$ cat src/rtl/etac_pkg.sv
// Constants and types shared by the acquisition control sequencer
package etac_pkg;
  // Trigger source select encodings
  localparam logic [2:0] ETAC_SRC_SOFTWARE = 3'h0;
  localparam logic [2:0] ETAC_SRC_USER_OUT = 3'h1;
  localparam logic [2:0] ETAC_SRC_LINK = 3'h2;
  localparam logic [2:0] ETAC_SRC_TIMER = 3'h3;
  localparam logic [2:0] ETAC_SRC_LINE = 3'h4;
  // Setting widths
  localparam int ETAC_CNT_W = 24;
  localparam int ETAC_RD_W = 24;
  // Reset value and increment of counters
  localparam logic [ETAC_CNT_W-1:0] ETAC_CNT_ZERO = 24'h00_0000;
  localparam logic [ETAC_CNT_W-1:0] ETAC_CNT_ONE = 24'h00_0001;
  // Clock rate and derived clock period in nanoseconds
  localparam int ETAC_CLK_HZ = 50_000_000;
  localparam int ETAC_CLK_NS = 1_000_000_000 / ETAC_CLK_HZ;
  // Sequencer states
  typedef enum logic [2:0] {
    ETAC_IDLE,
    ETAC_WAIT,
    ETAC_EXPOSE,
    ETAC_READOUT,
    ETAC_RECOVER
  } etac_state_t;
endpackage

$ cat src/rtl/etac_edge_sync.sv
// Two-stage synchroniser with rising and falling edge pulses
`timescale 1ns/1ps
`default_nettype none
module etac_edge_sync
  import etac_pkg::*;
(
  input wire logic clock,
  input wire logic rst,
  input wire logic async_in,
  output logic level,
  output logic rise,
  output logic fall
);
  logic meta_q;
  logic sync_q;
  logic prev_q;

  // Synchroniser chain; the first stage feeds only the second
  always_ff @(posedge clock or posedge rst)
  begin
    if (rst)
    begin
      meta_q <= 1'b0;
      sync_q <= 1'b0;
      prev_q <= 1'b0;
    end
    else
    begin
      meta_q <= async_in;
      sync_q <= meta_q;
      prev_q <= sync_q;
    end
  end

  // Edge pulses from the synchronised level
  assign level = sync_q;
  assign rise = sync_q & ~prev_q;
  assign fall = ~sync_q & prev_q;
endmodule
`default_nettype wire

$ cat src/rtl/etac_period_timer.sv
// Free-run period generator clamped to a minimum period
`timescale 1ns/1ps
`default_nettype none
module etac_period_timer
  import etac_pkg::*;
(
  input wire logic clock,
  input wire logic rst,
  input wire logic run,
  input wire logic [ETAC_CNT_W-1:0] period_cycles,
  input wire logic [ETAC_CNT_W-1:0] min_period_cycles,
  output logic tick
);
  logic [ETAC_CNT_W-1:0] count_q;
  logic [ETAC_CNT_W-1:0] limit;

  // Programmed period never shorter than the fastest allowed period
  assign limit = (period_cycles < min_period_cycles) ?
    min_period_cycles : period_cycles;

  // Counts while running; restarts at zero when stopped
  always_ff @(posedge clock or posedge rst)
  begin
    if (rst)
      count_q <= ETAC_CNT_ZERO;
    else if (!run || tick)
      count_q <= ETAC_CNT_ZERO;
    else
      count_q <= count_q + ETAC_CNT_ONE;
  end

  // Tick when the period elapses; first tick one period after start
  assign tick = run && (count_q + ETAC_CNT_ONE >= limit);
endmodule
`default_nettype wire

$ cat src/rtl/etac_acq_ctrl.sv
// Acquisition control sequencer: arming, trigger selection, exposure
//
// Operation
// - No frame is captured before an arm command; earlier triggers do nothing.
// - Continuous mode only; arming persists across any number of frames.
// - After disarm takes effect, capture is refused until re-armed.
// - Accepted trigger while waiting leaves waiting, starts exposure then readout.
// - Return to waiting as soon as a new trigger can be accepted.
// - Trigger mode off makes every trigger internally.
// - Free-run trigger rate follows the programmed frame period.
// - Trigger mode on starts one exposure per trigger from selected source.
// - Triggers arriving outside the waiting state are discarded.
// - Source select picks one of five: software, user bit, link, timer, line.
// - Each software trigger command gives one exposure start trigger.
// - User output bit transitions act as trigger events.
// - Each valid link trigger message is one exposure start trigger.
// - Timer source uses the timer active output as trigger.
// - Each valid pulse on the external line is one trigger.
// - Programmed exposure time used for software source or timed mode.
// - Width mode times exposure from the selected signal's rise and fall.
// - Disarm while idle of frames ends capture ability at once.
// - Disarm during a frame finishes that frame, then stops.
// - Arm command during a running frame is ignored.
// - Each accepted trigger both captures and transmits one frame.
// - Activation setting picks rising or falling edge to start exposure.
// - Free-run rate clamps to the maximum allowed rate.
`timescale 1ns/1ps
`default_nettype none
module etac_acq_ctrl
  import etac_pkg::*;
(
  input wire logic clock,
  input wire logic rst,
  input wire logic arm_cmd,
  input wire logic disarm_cmd,
  input wire logic trigger_mode_on,
  input wire logic [2:0] trigger_source,
  input wire logic activation_rising,
  input wire logic exposure_width_mode,
  input wire logic software_trigger_cmd,
  input wire logic user_output_bit,
  input wire logic link_trigger_input,
  input wire logic timer_active_output,
  input wire logic external_trigger_line,
  input wire logic [ETAC_CNT_W-1:0] exposure_cycles,
  input wire logic [ETAC_CNT_W-1:0] frame_period_cycles,
  input wire logic [ETAC_CNT_W-1:0] min_frame_period_cycles,
  input wire logic [ETAC_RD_W-1:0] readout_cycles,
  input wire logic [ETAC_CNT_W-1:0] recover_cycles,
  output logic armed,
  output logic waiting_for_trigger,
  output logic exposing,
  output logic reading_out,
  output logic frame_start,
  output logic frame_transmit,
  output logic frame_done,
  output logic trigger_discarded,
  output logic arm_ignored
);
  etac_state_t state_q;
  etac_state_t state_d;
  logic armed_q;
  logic stop_pend_q;
  logic width_q;
  logic [ETAC_CNT_W-1:0] cnt_q;
  logic [ETAC_CNT_W-1:0] cnt_d;
  logic frame_start_q;
  logic frame_transmit_q;
  logic frame_done_q;
  logic discard_q;
  logic arm_ign_q;

  logic uo_lvl, uo_rise, uo_fall;
  logic lk_lvl, lk_rise, lk_fall;
  logic tm_lvl, tm_rise, tm_fall;
  logic ln_lvl, ln_rise, ln_fall;
  logic free_tick;
  logic sel_start;
  logic sel_end;
  logic sel_idle;
  logic trig_event;
  logic can_take;
  logic accept;
  logic busy;
  logic use_width;

  // Pick the start edge of a signal per activation setting
  function automatic logic start_edge(input logic r, input logic f,
                                      input logic act_rise);
    start_edge = act_rise ? r : f;
  endfunction

  // Pick the closing edge, the opposite of the start edge
  function automatic logic end_edge(input logic r, input logic f,
                                    input logic act_rise);
    end_edge = act_rise ? f : r;
  endfunction

  // Selected line back at its resting level, opposite the start level
  function automatic logic at_rest(input logic lvl, input logic act_rise);
    at_rest = (lvl != act_rise);
  endfunction

  // Synchronisers for every outside trigger source
  etac_edge_sync u_sync_user (
    .clock(clock),
    .rst(rst),
    .async_in(user_output_bit),
    .level(uo_lvl),
    .rise(uo_rise),
    .fall(uo_fall)
  );
  etac_edge_sync u_sync_link (
    .clock(clock),
    .rst(rst),
    .async_in(link_trigger_input),
    .level(lk_lvl),
    .rise(lk_rise),
    .fall(lk_fall)
  );
  etac_edge_sync u_sync_timer (
    .clock(clock),
    .rst(rst),
    .async_in(timer_active_output),
    .level(tm_lvl),
    .rise(tm_rise),
    .fall(tm_fall)
  );
  etac_edge_sync u_sync_line (
    .clock(clock),
    .rst(rst),
    .async_in(external_trigger_line),
    .level(ln_lvl),
    .rise(ln_rise),
    .fall(ln_fall)
  );

  // Internal free-run trigger generator
  etac_period_timer u_free_run (
    .clock(clock),
    .rst(rst),
    .run(armed_q && !trigger_mode_on),
    .period_cycles(frame_period_cycles),
    .min_period_cycles(min_frame_period_cycles),
    .tick(free_tick)
  );

  // Source multiplexer; only the selected source is looked at
  always_comb
  begin
    sel_start = 1'b0;
    sel_end = 1'b0;
    sel_idle = 1'b1;
    unique case (trigger_source)
      ETAC_SRC_SOFTWARE:
      begin
        sel_start = software_trigger_cmd;
      end
      ETAC_SRC_USER_OUT:
      begin
        sel_start = start_edge(uo_rise, uo_fall, activation_rising);
        sel_end = end_edge(uo_rise, uo_fall, activation_rising);
        sel_idle = at_rest(uo_lvl, activation_rising);
      end
      ETAC_SRC_LINK:
      begin
        sel_start = start_edge(lk_rise, lk_fall, activation_rising);
        sel_end = end_edge(lk_rise, lk_fall, activation_rising);
        sel_idle = at_rest(lk_lvl, activation_rising);
      end
      ETAC_SRC_TIMER:
      begin
        sel_start = start_edge(tm_rise, tm_fall, activation_rising);
        sel_end = end_edge(tm_rise, tm_fall, activation_rising);
        sel_idle = at_rest(tm_lvl, activation_rising);
      end
      ETAC_SRC_LINE:
      begin
        sel_start = start_edge(ln_rise, ln_fall, activation_rising);
        sel_end = end_edge(ln_rise, ln_fall, activation_rising);
        sel_idle = at_rest(ln_lvl, activation_rising);
      end
      default:
      begin
        sel_start = 1'b0;
        sel_end = 1'b0;
        sel_idle = 1'b1;
      end
    endcase
  end

  // Trigger event from internal or selected outside source
  assign trig_event = trigger_mode_on ? sel_start : free_tick;
  // Taken only in waiting while armed; a disarm in the same cycle wins
  assign can_take = (state_q == ETAC_WAIT) && armed_q && !disarm_cmd;
  assign accept = trig_event && can_take;
  assign busy = (state_q == ETAC_EXPOSE) || (state_q == ETAC_READOUT) ||
    (state_q == ETAC_RECOVER);
  // Width mode only with trigger mode on and a non-software source
  assign use_width = trigger_mode_on && exposure_width_mode &&
    (trigger_source != ETAC_SRC_SOFTWARE);

  // Arm flag: arm while no frame runs, disarm now or after frame
  always_ff @(posedge clock or posedge rst)
  begin
    if (rst)
      armed_q <= 1'b0;
    else if (disarm_cmd && !busy)
      armed_q <= 1'b0;
    else if ((stop_pend_q || disarm_cmd) && state_d == ETAC_IDLE)
      armed_q <= 1'b0;
    else if (arm_cmd && !busy && !disarm_cmd)
      armed_q <= 1'b1;
  end

  // Pending disarm held until the running frame completes
  always_ff @(posedge clock or posedge rst)
  begin
    if (rst)
      stop_pend_q <= 1'b0;
    else if (state_d == ETAC_IDLE)
      stop_pend_q <= 1'b0;
    else if (disarm_cmd && busy)
      stop_pend_q <= 1'b1;
  end

  // Latch exposure style at trigger acceptance
  always_ff @(posedge clock or posedge rst)
  begin
    if (rst)
      width_q <= 1'b0;
    else if (accept)
      width_q <= use_width;
  end

  // Next state and phase counter
  always_comb
  begin
    state_d = state_q;
    cnt_d = cnt_q;
    unique case (state_q)
      ETAC_IDLE:
      begin
        cnt_d = ETAC_CNT_ZERO;
        if (armed_q && !disarm_cmd)
          state_d = ETAC_WAIT;
      end
      ETAC_WAIT:
      begin
        cnt_d = ETAC_CNT_ZERO;
        if (disarm_cmd || !armed_q)
          state_d = ETAC_IDLE;
        else if (accept)
          state_d = ETAC_EXPOSE;
      end
      ETAC_EXPOSE:
      begin
        cnt_d = cnt_q + ETAC_CNT_ONE;
        // Width mode ends on the closing edge or once the line is at rest
        if (width_q ? (sel_end || sel_idle) :
            (cnt_d >= exposure_cycles))
        begin
          state_d = ETAC_READOUT;
          cnt_d = ETAC_CNT_ZERO;
        end
      end
      ETAC_READOUT:
      begin
        cnt_d = cnt_q + ETAC_CNT_ONE;
        if (cnt_d >= readout_cycles)
        begin
          state_d = ETAC_RECOVER;
          cnt_d = ETAC_CNT_ZERO;
        end
      end
      ETAC_RECOVER:
      begin
        cnt_d = cnt_q + ETAC_CNT_ONE;
        if (cnt_d >= recover_cycles)
        begin
          cnt_d = ETAC_CNT_ZERO;
          if (stop_pend_q || disarm_cmd)
            state_d = ETAC_IDLE;
          else
            state_d = ETAC_WAIT;
        end
      end
      // Codes outside the enum drop back to idle
      default:
      begin
        state_d = ETAC_IDLE;
        cnt_d = ETAC_CNT_ZERO;
      end
    endcase
  end

  // State and counter registers
  always_ff @(posedge clock or posedge rst)
  begin
    if (rst)
    begin
      state_q <= ETAC_IDLE;
      cnt_q <= ETAC_CNT_ZERO;
    end
    else
    begin
      state_q <= state_d;
      cnt_q <= cnt_d;
    end
  end

  // Frame event pulses and refusal indications
  always_ff @(posedge clock or posedge rst)
  begin
    if (rst)
    begin
      frame_start_q <= 1'b0;
      frame_transmit_q <= 1'b0;
      frame_done_q <= 1'b0;
      discard_q <= 1'b0;
      arm_ign_q <= 1'b0;
    end
    else
    begin
      frame_start_q <= accept;
      frame_transmit_q <= (state_q == ETAC_EXPOSE) &&
        (state_d == ETAC_READOUT);
      frame_done_q <= (state_q == ETAC_RECOVER) &&
        (state_d != ETAC_RECOVER);
      discard_q <= trig_event && !accept;
      arm_ign_q <= arm_cmd && busy;
    end
  end

  // Status outputs
  assign armed = armed_q;
  assign waiting_for_trigger = (state_q == ETAC_WAIT);
  assign exposing = (state_q == ETAC_EXPOSE);
  assign reading_out = (state_q == ETAC_READOUT);
  assign frame_start = frame_start_q;
  assign frame_transmit = frame_transmit_q;
  assign frame_done = frame_done_q;
  assign trigger_discarded = discard_q;
  assign arm_ignored = arm_ign_q;
endmodule
`default_nettype wire

$ cat config.mk
export PLATFORM = sky130hd
export DESIGN_NAME = etac_acq_ctrl
export DESIGN_NICKNAME = d
export VERILOG_FILES = /design/src/rtl/etac_pkg.sv /design/src/rtl/etac_edge_sync.sv /design/src/rtl/etac_period_timer.sv /design/src/rtl/etac_acq_ctrl.sv
export SDC_FILE = /design/constraint.sdc
export NUM_CORES = 1
export LEC_CHECK = 0
export ABC_AREA = 0
export BUFFER_PORTS_ARGS = -buffer_cell sky130_fd_sc_hd__buf_4
export CAP_MARGIN = 25
export CORE_MARGIN = 1
export CORE_UTILIZATION = 35
export DETAILED_ROUTE_END_ITERATION = 8
export PLACE_DENSITY = 0.66
export REMOVE_ABC_BUFFERS = 1
export SYNTH_ARGS = -nofsm -noshare
export SYNTH_HDL_FRONTEND = slang
export SYNTH_SLANG_ARGS = --single-unit
$ cat constraint.sdc
create_clock -name clock -period 4.1 [get_ports clock]
set_input_delay 0.41 -clock clock [delete_from_list [all_inputs] [get_ports clock]]
set_output_delay 0.41 -clock clock [all_outputs]
set_load 0.02 [all_outputs]
# ---- Word-level counts from Yosys, hierarchy flattened
# Cells that the tools add are included.
dict set report totals {
  register_bits 71
  latchBits 0
  ram_bits 0
  romBits 0
  in_bits 135
  output_inout_bits 9
  elab_cells 127
  n_memories 0
}
dict set report classes {
  add_sub_neg 2
  mul 0
  div_mod_pow 0
  n_lt_le_gt_ge 5
  eq_ne 14
  n_shift 0
  muxes 32
  bitwise_logic 16
  n_reduce_logical 35
}
# cell n
set ops {}
lappend ops {{24-bit 2-to-1 mux} 5}
lappend ops {{24-bit >= comparator} 4}
lappend ops {{24-bit case mux with 3 select lines} 1}
lappend ops {{24-bit by 1-bit adder with 24-bit output (second input constant)} 2}
lappend ops {{24-bit < comparator} 1}
lappend ops {{3-bit 2-to-1 mux} 6}
lappend ops {{1-bit logical AND} 17}
lappend ops {{1-bit 2-to-1 mux} 16}
lappend ops {{3-bit by 2-bit == test with 1-bit output (second input constant)} 5}
lappend ops {{3-bit case mux with 5 select lines} 1}
lappend ops {{3-bit zero test} 3}
lappend ops {{1-bit bitwise AND} 8}
lappend ops {{1-bit inverter} 8}
lappend ops {{1-bit case mux with 4 select lines} 2}
lappend ops {{3-bit by 1-bit == test with 1-bit output (second input constant)} 2}
lappend ops {{3-bit == test (second input constant)} 2}
lappend ops {{1-bit zero test} 6}
lappend ops {{1-bit logical OR} 6}
lappend ops {{3-bit nonzero test} 2}
lappend ops {{1-bit case mux with 5 select lines} 1}
lappend ops {{1-bit inequality test} 4}
lappend ops {{3-bit inequality test (second input constant)} 1}
lappend ops {{2-bit nonzero test} 1}

# ---- Logic depth before layout (Yosys ltp)
dict set report logic_depth {
  word_depth 13
  ltp_mapped 18
  depth_no_buf 17
}

# ---- Modules after synthesis
# From an unflattened synthesis, not the netlist that was laid out.
dict set report hier_totals {
  cells_unflattened 775
  hier_area_um2 6673.9
}
# mod instances cells_each area_each_um2 seq_area_each_um2
set modules_own_cells {}
lappend modules_own_cells {etac_acq_ctrl 1 461 3746.1 875.8}
lappend modules_own_cells {etac_period_timer 1 290 2552.4 600.6}
lappend modules_own_cells {etac_edge_sync 4 6 93.8 75.1}

# ---- Worst setup path before layout
# No wires, ideal clock.
dict set report synth_timing {
  path_kind {input port to flip-flop}
  start {input port min_frame_period_cycles[9]}
  end {register state_q[0]}
  setup_time_ns 0.139
  arrival_ns 4.341
  path_slack_ns -0.380
  stages 17
  n_path_buf 1
  path_cell_list {inv_1 -> ha_1 -> a21o_1 -> a21o_1 -> a21oi_1 -> o221ai_1 -> a31o_2 -> o21ai_1 -> buf_2 -> mux2i_1 -> ha_1 -> nand4_1 -> or4_1 -> a2111oi_1 -> a311o_2 -> nor2_1 -> or4b_1}
}
dict set report synth_via {
  elab_chain_len 9
}
# item line_no
set synth_rtl {}
lappend synth_rtl {{start: declaration} etac_acq_ctrl.sv:47} ;# input wire logic [ETAC_CNT_W-1:0] min_frame_period_cycles,
lappend synth_rtl {{24-bit < comparator} etac_period_timer.sv:18} ;# assign limit = (period_cycles < min_period_cycles) ?
lappend synth_rtl {{24-bit 2-to-1 mux (*)} etac_period_timer.sv:18}
lappend synth_rtl {{24-bit >= comparator (*)} etac_period_timer.sv:33} ;# assign tick = run && (count_q + ETAC_CNT_ONE >= limit);
lappend synth_rtl {{1-bit logical AND (*)} etac_period_timer.sv:33}
lappend synth_rtl {{1-bit 2-to-1 mux (*)} etac_acq_ctrl.sv:193} ;# assign trig_event = trigger_mode_on ? sel_start : free_tick;
lappend synth_rtl {{1-bit logical AND (*)} etac_acq_ctrl.sv:196} ;# assign accept = trig_event && can_take;
lappend synth_rtl {{3-bit 2-to-1 mux (*)} etac_acq_ctrl.sv:253} ;# else if (accept)
lappend synth_rtl {{3-bit 2-to-1 mux (*)} etac_acq_ctrl.sv:251} ;# if (disarm_cmd || !armed_q)
lappend synth_rtl {{3-bit case mux with 5 select lines (*)} etac_acq_ctrl.sv:241} ;# unique case (state_q)
lappend synth_rtl {{via state_d[0]} etac_acq_ctrl.sv:61} ;# etac_state_t state_d;
lappend synth_rtl {{end signal: assignment} etac_acq_ctrl.sv:307} ;# state_q <= state_d;
lappend synth_rtl {{end: declaration} etac_acq_ctrl.sv:60} ;# etac_state_t state_q;
# Mark *: on every way through the listed nets, which the timed path passes. The rest lies on a longest branch.
# A chain may end at the register's enable or synchronous reset.

# ---- Worst setup path in the final report
dict set report layout_timing {
  start {input port frame_period_cycles[10]}
  end {register state_q[0]}
}
dict set report layout_via {
  elab_chain_len 9
}
# item line_no
set layout_rtl {}
lappend layout_rtl {{start: declaration} etac_acq_ctrl.sv:46} ;# input wire logic [ETAC_CNT_W-1:0] frame_period_cycles,
lappend layout_rtl {{24-bit < comparator} etac_period_timer.sv:18}
lappend layout_rtl {{24-bit 2-to-1 mux (*)} etac_period_timer.sv:18}
lappend layout_rtl {{24-bit >= comparator (*)} etac_period_timer.sv:33}
lappend layout_rtl {{1-bit logical AND (*)} etac_period_timer.sv:33}
lappend layout_rtl {{1-bit 2-to-1 mux (*)} etac_acq_ctrl.sv:193}
lappend layout_rtl {{1-bit logical AND (*)} etac_acq_ctrl.sv:196}
lappend layout_rtl {{3-bit 2-to-1 mux (*)} etac_acq_ctrl.sv:253}
lappend layout_rtl {{3-bit 2-to-1 mux (*)} etac_acq_ctrl.sv:251}
lappend layout_rtl {{3-bit case mux with 5 select lines (*)} etac_acq_ctrl.sv:241}
lappend layout_rtl {{via state_d[0]} etac_acq_ctrl.sv:61}
# Marks and branches as above.

==> impl_metrics.json <==
{
  "synth_area_um2": 6580,
  "nNetsFinal": 1221,
  "seq_power_share": 0.329,
  "die_h_um": 139,
  "row_count": 49,
  "die_area_um2": 19300,
  "grt_max_degree": 42,
  "initial_core_util": 0.361,
  "synth_flop_cell": "dfrtp_1",
  "first_iter_violations": 206,
  "critPathMaxFanout": 5,
  "fillers": 1754,
  "synth-warning-count": 0,
  "grt_usage": 0.173,
  "top_regs": "cnt_q (24), u_free_run.count_q (24), state_q (3)",
  "run_status": "complete, but fails checks",
  "routed_wl_mm": 16.4,
  "ys_seq_elements": 71,
  "grt_pass1_wl_mm": 27.1,
  "cp-end-kind": "flip-flop",
  "avgViaCountPerCell": 4.93,
  "hold_path_class": "in2async",
  "clock_latency_ps": 330,
  "hold_violations": 0,
  "synth.distinct_cells": 64,
  "mostFrequentLayoutCells": "211 x buf_4, 114 x ha_1, 101 x inv_1",
  "clock_path_buffers": 2,
  "port_buffers": 143,
  "slew_viol_final": 0,
  "skew_ps": 6.04,
  "core_um2": 18200,
  "violations": "DRC",
  "yosysSeqAreaShare": 0.270,
  "cts_made_buffers": 9,
  "powerDensity_nw_per_um2": 260,
  "htree_levels": 3,
  "maxSlewHeadroom": 0.543,
  "drc": 11,
  "area_growth_pct": 36.4,
  "dpl.cell_count": 1179,
  "num_io_pins": 144,
  "cts_tree": "built",
  "crit_type": "in2reg",
  "drv_cap": 0,
  "cts_root_buf": "clkbuf_16",
  "sw_frac_of_total": 0.308,
  "drt_first_pass_iters": 8,
  "fin_tns_setup_ps": 0,
  "avgSynthCellArea_um2": 8.80,
  "final_layout_size_suffix_gt1_frac": 0.277,
  "period_share": 0.971,
  "chipWidth_um": 139,
  "gp_congestion": 0.838,
  "async_flop_share": 1.00,
  "dp.final_hpwl_mm": 13.5,
  "p_int_uw": 1620,
  "final_cells": 1199,
  "synth_edf_count": 0,
  "path_clk_slew_ps": 60,
  "rsz0062_at_grt": "true",
  "irDropWorstVdd_v": 0.000178,
  "setup_violations": 0,
  "antenna_found_initial": 0,
  "setup_ws_ps": 117,
  "rrSetupSlack_ps": 210,
  "period_needed_ps": 3980,
  "grt.overflow.total": 0,
  "final_antenna_net_count": 0,
  "grt_pass1_vias": 5879,
  "combinationalPowerShare": 0.326,
  "wl_per_cell_um": 13.7,
  "clkPwrFrac": 0.345,
  "arrival_ps": 4180,
  "pre_cts_ws_ps": -463,
  "clkSinkCount": 71,
  "n_antenna_cell": 0,
  "p_leak_uw": 0.00508,
  "syn_inst": 748,
  "num_vias": 5915,
  "max_freq_ghz": 0.251,
  "startpoint_type": "input pin",
  "p_switching_uw": 720,
  "worst_pin_slew_ps": 685,
  "final_common_cell": "buf_4",
  "cp.required_ps": 4300
}
[stage by stage]
| stage | hold slack, ps | util | total power (µW) | instance area (µm²) |
|---|---|---|---|---|
| after floorplan | 331 | - | 1150 | 6520 |
| after global placement | 336 | 0.463 | 1490 | 8430 |
| after detailed placement | 335 | 0.463 | 1500 | 8430 |
| after CTS | 167 | 0.488 | 2350 | 8890 |
| after global routing | 166 | 0.493 | 2490 | 8980 |
| final | 179 | 0.493 | 2340 | 8980 |
[power by group through the flow]
stage	registers, µW	logic (µW)	clock network [µW]
floorplan	777	371	0
global placement	778	708	0
detailed placement	779	721	0
CTS	767	755	827
global route	772	856	860
finish	767	762	806
[what timing repair did]
item	4_1_cts	5_1_grt
endpoints found under the hold margin	0	0
pin swaps	10	8
hold buffers	0	0
buffers inserted	4	0
setup endpoints to repair	1	32
resized for setup	12	17
gates cloned	1	0
[layer usage]
metal  part of all wire  vias up  track usage
met4             0.0052        0       0.0281
met1               0.47     2703        0.222
met2               0.48      121        0.305
li1                   -     3083            -
met5                  0        -            0
met3              0.043        8       0.0328
[critical path, cell delays in order]
cell	delay, ps
buf_4	120
ha_1	310
nand4_1	100
or3_1	400
a21oi_1	150
a31o_2	210
o21ai_4	90
buf_12	150
buf_16	120
buf_6	100
mux2i_1	110
ha_1	270
nand2_1	60
or4_4	500
a2111oi_4	200
buf_4	160
a311o_2	180
nor2_1	40
or4b_1	480
[final cells by class]
type,instances,area (µm²),area share
Multi-Input combinational cell,559,4510,0.502
Sequential cell,71,1780,0.198
Timing Repair Buffer,217,1690,0.189
Inverter,107,402,0.0447
Tap cell,229,287,0.0319
Clock buffer,12,256,0.0286
Clock inverter,4,53.8,0.00599
[cells in the mapped netlist (3+ instances only)]
master	count	area, µm²
a21boi_0	8	60.1
xnor2_1	29	254
and2_1	4	25.0
or3_1	3	18.8
xor2_1	16	140
a221oi_1	4	35.0
o211ai_1	3	22.5
nand3b_1	7	52.6
nand4_1	21	131
inv_1	107	402
buf_2	3	15.0
dfrtp_1	71	1780
nor2b_1	31	194
nand2b_1	9	56.3
a31oi_1	3	18.8
nand2_1	45	169
mux2i_1	23	230
and4_1	4	35.0
or3b_2	3	26.3
and3_1	26	163
nor2_1	36	135
ha_1	121	1510
clkbuf_1	4	15.0
nor3_1	8	40.0
a211o_1	3	26.3
a211oi_1	5	37.5
a21o_1	18	135
o21ai_0	16	80.1
a21oi_1	46	230
nand3_1	24	120
[worst paths after layout]
path | cells after the start | end | startpoint
setup / recovery | 19 | state_q[0]$_DFF_PP0_ | frame_period_cycles[10]
hold / removal | 2 | u_sync_user.meta_q$_DFF_PP0_ | rst
setup reg to reg | 16 | state_q[0]$_DFF_PP0_ | cnt_q[5]$_DFF_PP0_
hold reg to reg | 0 | u_sync_link.level$_DFF_PP0_ | u_sync_link.meta_q$_DFF_PP0_
max in group asynchronous | 3 | frame_start$_DFF_PP0_ | rst
min in group clock | 1 | u_sync_user.meta_q$_DFF_PP0_ | user_output_bit
[logic make-up (layout without fill, tap and decap cells)]
family,count (synthesis),in the layout,synth area share
flops,71,71,0.270
xor+xnor,45,45,0.0599
buf+inv,118,340,0.0707
simple gates,234,234,0.193
fa+ha+maj,121,121,0.230
mux,24,24,0.0367
compound gates,135,135,0.140
No activity file was read; power rests on OpenSTA's default activity.
